### src/qsf_pkg.sv
// Package: shared types and constants of the quad-capable serial peripheral
package qsf_pkg;
    localparam int DATA_W = 16;
    localparam int FIFO_DEPTH = 8;
    localparam logic [9:0] HALF_MIN = 10'h004;
    localparam logic [4:0] BITS_NARROW = 5'h08;
    localparam logic [4:0] BITS_WIDE = 5'h10;
    localparam logic [4:0] BITS_QUAD = 5'h02;
    localparam logic [5:0] SYNC_RESET = 6'h20;
    localparam logic [7:0] QUAD_PAGE_PROGRAM_COMMAND = 8'h32;
    localparam int FLASH_ADDR_BITS = 24;

    typedef enum logic [1:0] {
        ST_IDLE = 2'b00,
        ST_SHIFT = 2'b01
    } qsf_state_type;

    typedef struct packed {
        logic enable;
        logic master;
        logic clock_idle_polarity;
        logic clock_sample_phase;
        logic lsb_first;
        logic frame16;
        logic rx_only;
        logic crc_en;
        logic quad_en;
        logic quad_write;
        logic nss_soft;
        logic nss_soft_level;
        logic nss_drive;
        logic [2:0] baud;
        logic tx_dma_en;
        logic rx_dma_en;
    } qsf_ctrl_type;

    typedef struct packed {
        logic tx_empty;
        logic rx_full;
        logic busy;
        logic overrun;
        logic crc_err;
        logic mode_fault;
    } qsf_status_type;

    localparam qsf_status_type STATUS_RESET = 6'h20;
endpackage

### src/qsf_fifo.sv
// Transmit FIFO with parameterised width and depth, valid and ready on both sides
`timescale 1ns/10ps
module qsf_fifo #(
    parameter int WIDTH = 16,
    parameter int DEPTH = 8
) (
    input wire logic clk,
    input wire logic rst_n,
    input wire logic in_valid,
    output logic in_ready,
    input wire logic [WIDTH-1:0] in_data,
    output logic out_valid,
    input wire logic out_ready,
    output logic [WIDTH-1:0] out_data
);
    import qsf_pkg::*;
    localparam int AW = $clog2(DEPTH);
    logic [WIDTH-1:0] mem_q [DEPTH];
    logic [AW-1:0] wr_q;
    logic [AW-1:0] rd_q;
    logic [AW:0] cnt_q;
    wire push = in_valid & in_ready;
    wire pull = out_valid & out_ready;
    wire [AW:0] cnt_d = cnt_q + (AW+1)'(push) - (AW+1)'(pull);

    assign out_valid = (cnt_q != '0);
    assign out_data = mem_q[rd_q];

    always_ff @(posedge clk) begin
        if (push)
            mem_q[wr_q] <= in_data;
    end

    always_ff @(posedge clk or negedge rst_n) begin
        if (!rst_n) begin
            wr_q <= '0;
            rd_q <= '0;
            cnt_q <= '0;
            in_ready <= 1'b1;
        end else begin
            wr_q <= wr_q + AW'(push);
            rd_q <= rd_q + AW'(pull);
            cnt_q <= cnt_d;
            in_ready <= (cnt_d < (AW+1)'(DEPTH));
        end
    end
endmodule

### src/qsf_spi.sv
// Serial peripheral engine: master and slave, quad-line master frames, CRC, flags
`timescale 1ns/10ps
// Function
// Quad lines usable only as bus master
// Quad mode uses six pins
// Quad write drives all four, read samples
// Quad frame keeps polarity, two clocks only
// Quad frame length fixed at eight bits
// Chip select low means device selected
// Separate sixteen-bit transmit and receive buffers
// Normal frame size eight or sixteen bits
// Software picks MSB-first or LSB-first order
// Programmable bit rate, polarity and phase
// Hardware CRC appended on transmit, checked on receive
// Mode fault, overrun, CRC error flags
// Transmit and receive buffer status flags
// Busy flag while transfer in progress
// DMA requests move transmit and receive data
// Chip select by software or hardware
// Three-line full duplex, two-line simplex
// Page write: select, command, address single-line
// Then quad write mode shifts page data
// Deselect, then quad off, then wait
// Only memory data uses quad mode
// Flash erases sectors, programs pages
// Quad frame: upper nibble first, lines 3..0
module qsf_spi (
    input wire logic CLOCK,
    input wire logic RSTN,
    input wire qsf_pkg::qsf_ctrl_type CTRL,
    input wire logic [15:0] CRC_POLY,
    input wire logic CRC_NEXT,
    input wire logic FLAG_CLEAR,
    input wire logic [qsf_pkg::DATA_W-1:0] TX_DATA,
    input wire logic TX_VALID,
    output logic TX_READY,
    output logic [qsf_pkg::DATA_W-1:0] RX_DATA,
    input wire logic RX_READ,
    output qsf_pkg::qsf_status_type STATUS,
    output logic TX_DMA_REQ,
    output logic RX_DMA_REQ,
    input wire logic SCK_I,
    output logic SCK_O,
    output logic SCK_OE,
    input wire logic NSS_I,
    output logic NSS_O,
    output logic NSS_OE,
    input wire logic [3:0] IO_I,
    output logic [3:0] IO_O,
    output logic [3:0] IO_OE
);
    import qsf_pkg::*;

    qsf_state_type st_q;
    qsf_state_type st_d;
    qsf_status_type status_d;
    logic [15:0] sh_q;
    logic [15:0] sh_d;
    logic [15:0] tx_word_q;
    logic [15:0] tx_crc_q;
    logic [15:0] rx_crc_q;
    logic [5:0] edges_q;
    logic [9:0] div_q;
    logic [5:0] sync_lvl;
    logic sck_q;
    logic sck_prev_q;
    logic fquad_q;
    logic f16_q;
    logic flsb_q;
    logic fmaster_q;
    logic fcrc_q;
    logic crc_pend_q;
    logic fifo_valid;
    logic [15:0] fifo_data;

    // Pins from outside pass three flops
    qsf_sync #(.WIDTH(6), .INIT(SYNC_RESET)) u_sync (
        .clk(CLOCK),
        .rst_n(RSTN),
        .din({NSS_I, SCK_I, IO_I}),
        .level(sync_lvl)
    );

    wire [3:0] s_io = sync_lvl[3:0];
    wire s_sck = sync_lvl[4];
    wire s_nss = sync_lvl[5];

    // Decoding of mode and start conditions
    wire quad_on = CTRL.quad_en & CTRL.master;
    wire selected = CTRL.nss_soft ? ~CTRL.nss_soft_level : ~s_nss;
    wire mf_set = CTRL.enable & CTRL.master & ~CTRL.nss_soft & ~CTRL.nss_drive & ~s_nss;
    wire run_m = CTRL.enable & CTRL.master & ~STATUS.mode_fault;
    wire shifting = (st_q == ST_SHIFT);
    wire m_start = run_m & ~mf_set & (crc_pend_q | fifo_valid);
    wire s_start = CTRL.enable & ~CTRL.master & selected;
    wire start = ~shifting & (m_start | s_start);
    wire pop = start & ~crc_pend_q & fifo_valid;
    wire [15:0] fifo_word = fifo_valid ? fifo_data : 16'h0000;
    wire [15:0] load_w = crc_pend_q ? tx_crc_q : fifo_word;
    wire [4:0] nbits = quad_on ? BITS_QUAD : (CTRL.frame16 ? BITS_WIDE : BITS_NARROW);
    wire [9:0] half_m1 = (HALF_MIN << CTRL.baud) - 10'h001;

    // Edge generation: divider in master role, sampled pin clock in slave role
    wire div_wrap = (div_q == half_m1);
    wire s_edge = (s_sck != sck_prev_q);
    wire deselect = ~fmaster_q & ~selected;
    wire tick = shifting & (fmaster_q ? div_wrap : (s_edge & selected));
    wire lead_m = (sck_q == CTRL.clock_idle_polarity);
    wire lead_s = (s_sck != CTRL.clock_idle_polarity);
    wire lead = fmaster_q ? lead_m : lead_s;
    wire samp = lead ^ CTRL.clock_sample_phase;
    wire launch = tick & ~samp;
    wire last = tick & (edges_q == 6'h01);

    // Shift paths for single line, both orders, and quad nibbles
    wire in_bit = fmaster_q ? s_io[1] : s_io[0];
    wire [15:0] sh_lsb = f16_q ? {in_bit, sh_q[15:1]} : {8'h00, in_bit, sh_q[7:1]};
    wire [15:0] sh_single = flsb_q ? sh_lsb : {sh_q[14:0], in_bit};
    wire [15:0] sh_in = fquad_q ? {sh_q[11:0], s_io} : sh_single;
    wire [15:0] rx_raw = (tick & samp) ? sh_in : sh_q;
    wire [15:0] rx_word = f16_q ? rx_raw : {8'h00, rx_raw[7:0]};
    wire crc_bad = fcrc_q & (rx_word != rx_crc_q);
    wire data_end = last & ~fcrc_q;
    wire ovr_set = data_end & STATUS.rx_full & ~RX_READ;
    wire rx_store = data_end & ~ovr_set;

    // Output lane enables per role and mode
    wire [3:0] m_oe = quad_on ? {4{CTRL.quad_write}} : {3'b000, ~CTRL.rx_only};
    wire [3:0] s_oe = (selected & ~CTRL.rx_only) ? 4'h2 : 4'h0;
    wire [3:0] oe_d = run_m ? m_oe : ((CTRL.enable & ~CTRL.master) ? s_oe : 4'h0);

    function automatic logic [3:0] out_bits(input logic [15:0] s, input logic q,
                                            input logic l, input logic w, input logic m);
        logic b;
        b = l ? s[0] : (w ? s[15] : s[7]);
        if (q)
            return s[7:4];
        return m ? {3'b000, b} : {2'b00, b, 1'b0};
    endfunction

    function automatic logic [15:0] crc_step(input logic [15:0] c, input logic [15:0] d,
                                             input logic w, input logic [15:0] poly);
        logic [15:0] r;
        logic fb;
        r = c;
        for (int i = 15; i >= 0; i--) begin
            if (w || i < 8) begin
                fb = (w ? r[15] : r[7]) ^ d[i];
                r = {r[14:0], 1'b0} ^ (fb ? poly : 16'h0000);
            end
        end
        return w ? r : {8'h00, r[7:0]};
    endfunction

    always_comb begin
        st_d = st_q;
        if (start)
            st_d = ST_SHIFT;
        else if (last | (shifting & deselect) | ~CTRL.enable)
            st_d = ST_IDLE;
    end

    assign sh_d = start ? load_w : ((tick & samp) ? sh_in : sh_q);

    // Frame engine
    always_ff @(posedge CLOCK or negedge RSTN) begin
        if (!RSTN) begin
            st_q <= ST_IDLE;
            sh_q <= 16'h0000;
            edges_q <= 6'h00;
            div_q <= 10'h000;
        end else begin
            st_q <= st_d;
            sh_q <= sh_d;
            edges_q <= start ? {nbits, 1'b0} : (tick ? edges_q - 6'h01 : edges_q);
            div_q <= (~shifting | div_wrap) ? 10'h000 : div_q + 10'h001;
        end
    end

    // Shift mode is fixed per frame, so quad shifting switches only between frames; IO_OE follows quad_on on the next clock
    always_ff @(posedge CLOCK or negedge RSTN) begin
        if (!RSTN) begin
            fquad_q <= 1'b0;
            f16_q <= 1'b0;
            flsb_q <= 1'b0;
            fmaster_q <= 1'b0;
            fcrc_q <= 1'b0;
            tx_word_q <= 16'h0000;
        end else if (start) begin
            fquad_q <= quad_on;
            f16_q <= CTRL.frame16 & ~quad_on;
            flsb_q <= CTRL.lsb_first & ~quad_on;
            fmaster_q <= CTRL.master;
            fcrc_q <= crc_pend_q;
            tx_word_q <= load_w;
        end
    end

    // Serial clock, data lanes and chip select
    always_ff @(posedge CLOCK or negedge RSTN) begin
        if (!RSTN) begin
            sck_q <= 1'b0;
            sck_prev_q <= 1'b0;
            IO_O <= 4'h0;
            IO_OE <= 4'h0;
            SCK_OE <= 1'b0;
            NSS_O <= 1'b1;
            NSS_OE <= 1'b0;
        end else begin
            sck_q <= (shifting & fmaster_q) ? (sck_q ^ tick) : CTRL.clock_idle_polarity;
            sck_prev_q <= s_sck;
            if (start)
                IO_O <= out_bits(load_w, quad_on, CTRL.lsb_first & ~quad_on,
                                 CTRL.frame16 & ~quad_on, CTRL.master);
            else if (launch)
                IO_O <= out_bits(sh_q, fquad_q, flsb_q, f16_q, fmaster_q);
            IO_OE <= oe_d;
            SCK_OE <= run_m;
            NSS_OE <= CTRL.enable & CTRL.master & CTRL.nss_drive;
            NSS_O <= CTRL.nss_soft ? CTRL.nss_soft_level : (st_d != ST_SHIFT);
        end
    end

    assign SCK_O = sck_q;

    // CRC accumulators and pending CRC frame
    always_ff @(posedge CLOCK or negedge RSTN) begin
        if (!RSTN) begin
            tx_crc_q <= 16'h0000;
            rx_crc_q <= 16'h0000;
            crc_pend_q <= 1'b0;
        end else begin
            if (~CTRL.crc_en | (last & fcrc_q)) begin
                tx_crc_q <= 16'h0000;
                rx_crc_q <= 16'h0000;
            end else if (data_end) begin
                tx_crc_q <= crc_step(tx_crc_q, tx_word_q, f16_q, CRC_POLY);
                rx_crc_q <= crc_step(rx_crc_q, rx_word, f16_q, CRC_POLY);
            end
            crc_pend_q <= CTRL.crc_en & ((crc_pend_q & ~start) | CRC_NEXT);
        end
    end

    // Status flags: a set wins over a clear in the same cycle
    assign status_d.tx_empty = ~fifo_valid & ~crc_pend_q;
    assign status_d.rx_full = rx_store | (STATUS.rx_full & ~RX_READ);
    assign status_d.busy = shifting;
    assign status_d.overrun = ovr_set | (STATUS.overrun & ~FLAG_CLEAR);
    assign status_d.crc_err = (last & crc_bad) | (STATUS.crc_err & ~FLAG_CLEAR);
    assign status_d.mode_fault = mf_set | (STATUS.mode_fault & ~FLAG_CLEAR);

    always_ff @(posedge CLOCK or negedge RSTN) begin
        if (!RSTN) begin
            STATUS <= STATUS_RESET;
            RX_DATA <= 16'h0000;
            TX_DMA_REQ <= 1'b0;
            RX_DMA_REQ <= 1'b0;
        end else begin
            STATUS <= status_d;
            if (rx_store)
                RX_DATA <= rx_word;
            TX_DMA_REQ <= CTRL.tx_dma_en & TX_READY;
            RX_DMA_REQ <= CTRL.rx_dma_en & status_d.rx_full;
        end
    end

    // Transmit buffer with back-pressure on the source
    qsf_fifo #(.WIDTH(DATA_W), .DEPTH(FIFO_DEPTH)) u_fifo (
        .clk(CLOCK),
        .rst_n(RSTN),
        .in_valid(TX_VALID),
        .in_ready(TX_READY),
        .in_data(TX_DATA),
        .out_valid(fifo_valid),
        .out_ready(pop),
        .out_data(fifo_data)
    );
endmodule

### src/qsf_sync.sv
// Three-stage pin synchroniser that reports a level once stages two and three agree
`timescale 1ns/10ps
module qsf_sync #(
    parameter int WIDTH = 1,
    parameter logic [WIDTH-1:0] INIT = '0
) (
    input wire logic clk,
    input wire logic rst_n,
    input wire logic [WIDTH-1:0] din,
    output logic [WIDTH-1:0] level
);
    import qsf_pkg::*;
    logic [WIDTH-1:0] s1_q;
    logic [WIDTH-1:0] s2_q;
    logic [WIDTH-1:0] s3_q;
    logic [WIDTH-1:0] hold_q;

    always_ff @(posedge clk or negedge rst_n) begin
        if (!rst_n) begin
            s1_q <= INIT;
            s2_q <= INIT;
            s3_q <= INIT;
            hold_q <= INIT;
        end else begin
            s1_q <= din;
            s2_q <= s1_q;
            s3_q <= s2_q;
            hold_q <= level;
        end
    end

    // Agreement shows at once, so a pin is seen three edges after it moves
    for (genvar i = 0; i < WIDTH; i++) begin : g_bit
        assign level[i] = (s2_q[i] == s3_q[i]) ? s3_q[i] : hold_q[i];
    end
endmodule

### config.mk
export PLATFORM = sky130hd
export DESIGN_NAME = qsf_spi
export DESIGN_NICKNAME = d
export VERILOG_FILES = /design/src/qsf_pkg.sv /design/src/qsf_fifo.sv /design/src/qsf_spi.sv /design/src/qsf_sync.sv
export SDC_FILE = /design/constraint.sdc
export NUM_CORES = 1
export LEC_CHECK = 0
export ABC_AREA = 1
export BUFFER_PORTS_ARGS = -buffer_cell sky130_fd_sc_hd__buf_2
export CORE_UTILIZATION = 48
export CTS_BUF_LIST = sky130_fd_sc_hd__clkbuf_4 sky130_fd_sc_hd__clkbuf_8 sky130_fd_sc_hd__clkbuf_16
export DETAILED_ROUTE_END_ITERATION = 6
export PLACE_DENSITY = 0.74
export SYNTH_ARGS = -nofsm -noshare
export SYNTH_HDL_FRONTEND = slang
export SYNTH_SLANG_ARGS = --single-unit
### constraint.sdc
create_clock -name CLOCK -period 8.65 [get_ports CLOCK]
set_input_delay 1.2975 -clock CLOCK [delete_from_list [all_inputs] [get_ports CLOCK]]
set_output_delay 1.2975 -clock CLOCK [all_outputs]
set_load 0.05 [all_outputs]
==> results.toml <==
[outcome]
status = "finished with violations"
violations = "DRC, setup timing"

[placed_design]
post-dp-hpwl_microns = 49300
place_inst = 3753
portBuffers = 98
gp_congestion = 0.973

[sta]
hold_violations = 0
finalCritPeriodShare_pct = 107
final-setup-viol-count = 16
max_slew_margin_pct = 18.7
max_freq_mhz = 108
clock_skew_ns = 0.0207
drv_slew = 0
rsz0062_at_grt = "true"
period_needed_ns = 9.24
worst_pin_slew_ns = 1.21
worst_slack_ns = -0.592

[setup_path]
crit_slowest_cell = "nand2_4"
startpoint = "CTRL[4]"
crit_arrival_ns = 9.78
crit_top_cell = "nand3_2"
end_kind = "flop"
start_kind = "primary input"
reg2reg_from = "div_q[0]"
crit_path_max_incr_delay_ns = 0.18
worstPathMaxFanout = 8
crit_required_ns = 9.19
worstSetupPathType = "primary input to flop"
r2r_cells = 80

[detailed_routing]
first_pass_iters = 7
drt_wl_total_microns = 70200
ant_nets = 0
post-route-drc-count = 10
viasPerCell = 5.49
initialDrtViolationCount = 2233
vias = 21100
wire_per_inst_microns = 18.3

[cells_and_area]
final_cells = 3834
layout-drive-gt1-share_pct = 23.0
fillers = 4348
diodes = 0
syn_to_final_growth_pct = 15.9
num-nets-final = 3270

[die]
std_cell_rows = 80
ioPinCount = 99
dieArea_sq_um = 49000
die_y_microns = 221
core_area_sq_um = 47600
start_util_pct = 48.5
die_w_microns = 221

[clock_tree]
cts.sinks = 286
clock_tree.root_cell = "clkbuf_16"
cts.htree.levels = 1
cts_hold_buf = 0
clock_latency_ns = 0.60
cts_buffers = 31
clockBufferDepth = 3
cts_tree = "yes"
clk_pin_slew_ns = 0.07

[logic_synthesis]
synth_area_per_cell_sq_um = 7.72
synth-simple-area-share_pct = 31.3
synth_top_area_cell = "edfxtp_1"
yosys-top-cells-count = "738 x nand2_1, 278 x nand3_1, 272 x nor2_1"
ys_seq_area_share_pct = 33.8
synth-main-ff-cell = "dfrtp_1"
ys_warn_count = 0
synthAdderAreaFrac_pct = 0.877
synth_most_common_cell = "nand2_1"
synthesis.area_sq_um = 23100
synth_area_leaders = "edfxtp_1 17%, dfrtp_1 16%, nand2_1 12%"
synthDistinctLibCells = 69
synth_fp_nets = 3070
synthCells = 2994
synth_compound_area_share_pct = 7.57
yosys_register_bits = 286
synth_top_family_by_area = "simple AND/OR/NAND/NOR gates"
synth_async_sr_flop_share_pct = 55.2
synth_edf_count = 128
synth-xor-area-share_pct = 15.1
muxShareOfSynthArea_pct = 0.195
synth.top_cell.area_share_pct = 16.6

[hold_path]
whs_path_depth = 0
min-delay-path-class = "flop to flop"
hp-start = "u_sync.s1_q[5]"

[grt]
antenna_found_initial = 4
grt_pass1_wl_microns = 108000
grt_max_degree = 70
track_usage_pct = 27.8
grt-ovfl-total = 0
grt_pass1_vias = 19600

[job]
maxCapViolations = 0
-- final timing paths --
kind,to,slack (ns)
worst max-delay path,rx_crc_q[2],-0.59
worst min-delay path,u_sync.s2_q[5],0.36
worst max register to register,rx_crc_q[2],-0.06
worst min register to register,u_sync.s2_q[5],0.36
max in group asynchronous,RX_DATA[1],6.16
min in group asynchronous,u_fifo.wr_q[1],0.67
-- sequential cells by signal (all words and copies together) (netlist names), 6 cells and up --
signal,flops
div_q,10
u_sync.hold_q,6
tx_crc_q,16
u_fifo.mem_q,128
u_sync.s2_q,6
RX_DATA,16
rx_crc_q,16
tx_word_q,16
sh_q,16
u_sync.s3_q,6
STATUS,6
u_sync.s1_q,6
edges_q,6
-- critical path: cells and delay by family --
kind / cells / cell delay, ns
and+or+nand+nor: 76 / 7.57
buffers and inverters: 5 / 0.53
AOI/OAI and AO/OA: 1 / 0.15
adders and majority gates: 1 / 0.17
-- final cells by class --
cell class	count	area (sq um)	area share, %
timing repair buffer	340	2530	9.44
tap	615	769	2.87
sequential	286	7810	29.2
clock buffer	34	811	3.03
clock inverter	24	338	1.26
inverter	280	1080	4.03
multi-input combinational	2255	13400	50.2
-- cells by family after synthesis --
kind of cell,count (synthesis)
and+or+nand+nor,1551
xor gates and xnor gates,388
buffers and inverters,453
adders and majority gates,16
muxes,3
DFF,286
AOI/OAI and AO/OA,297
-- stage by stage --
step	TNS (ns)	hold slack [ns]	setup WS [ns]	util, %	area (sq um)
after floorplan	0	0.331	0.0384	-	23100
after global placement	-14.97	0.337	-0.965	51.7	24600
after detailed placement	-19.39	0.336	-1.16	51.7	24600
after CTS	-5.05	0.358	-0.346	54.7	26000
after global routing	-30.01	0.359	-1.29	56.2	26800
final	-9.02	0.356	-0.592	56.2	26800
-- routing by layer --
metal | share of wire, % | wire length [microns] | GRT usage [%]
met1 | 40 | 28100 | 36.4
met2 | 46 | 32100 | 44.3
met3 | 9.3 | 6530 | 5.47
met4 | 5.0 | 3480 | 12.5
met5 | 0.057 | 40 | 0
-- layout by cell type (no fill, tap or decap), types with 14 or more instances in the layout --
cell type	n
nand2_1	712
nor2_1	266
inv_1	252
buf_4	219
nand3_1	217
xor2_1	206
xnor2_1	161
dfrtp_1	149
edfxtp_1	128
o21ai_0	124
nand3_2	119
buf_2	94
nand2_2	64
a21oi_1	58
nand4_1	47
clkbuf_16	33
nand2_4	32
nor2_2	24
o211ai_1	20
a22oi_1	18
inv_2	16
o22ai_1	16
o21ai_1	16
or2_2	16
buf_6	15
xor2_2	14
-- timing repair --
action,4_1_cts,5_1_grt
pin swaps,26,56
cloned,0,2
setup buffers,6,15
resized for setup,48,127
setup endpoints to repair,16,32
Power is not shown: default switching activity piles up to over one toggle a cycle in this logic, so the estimate is an artifact.
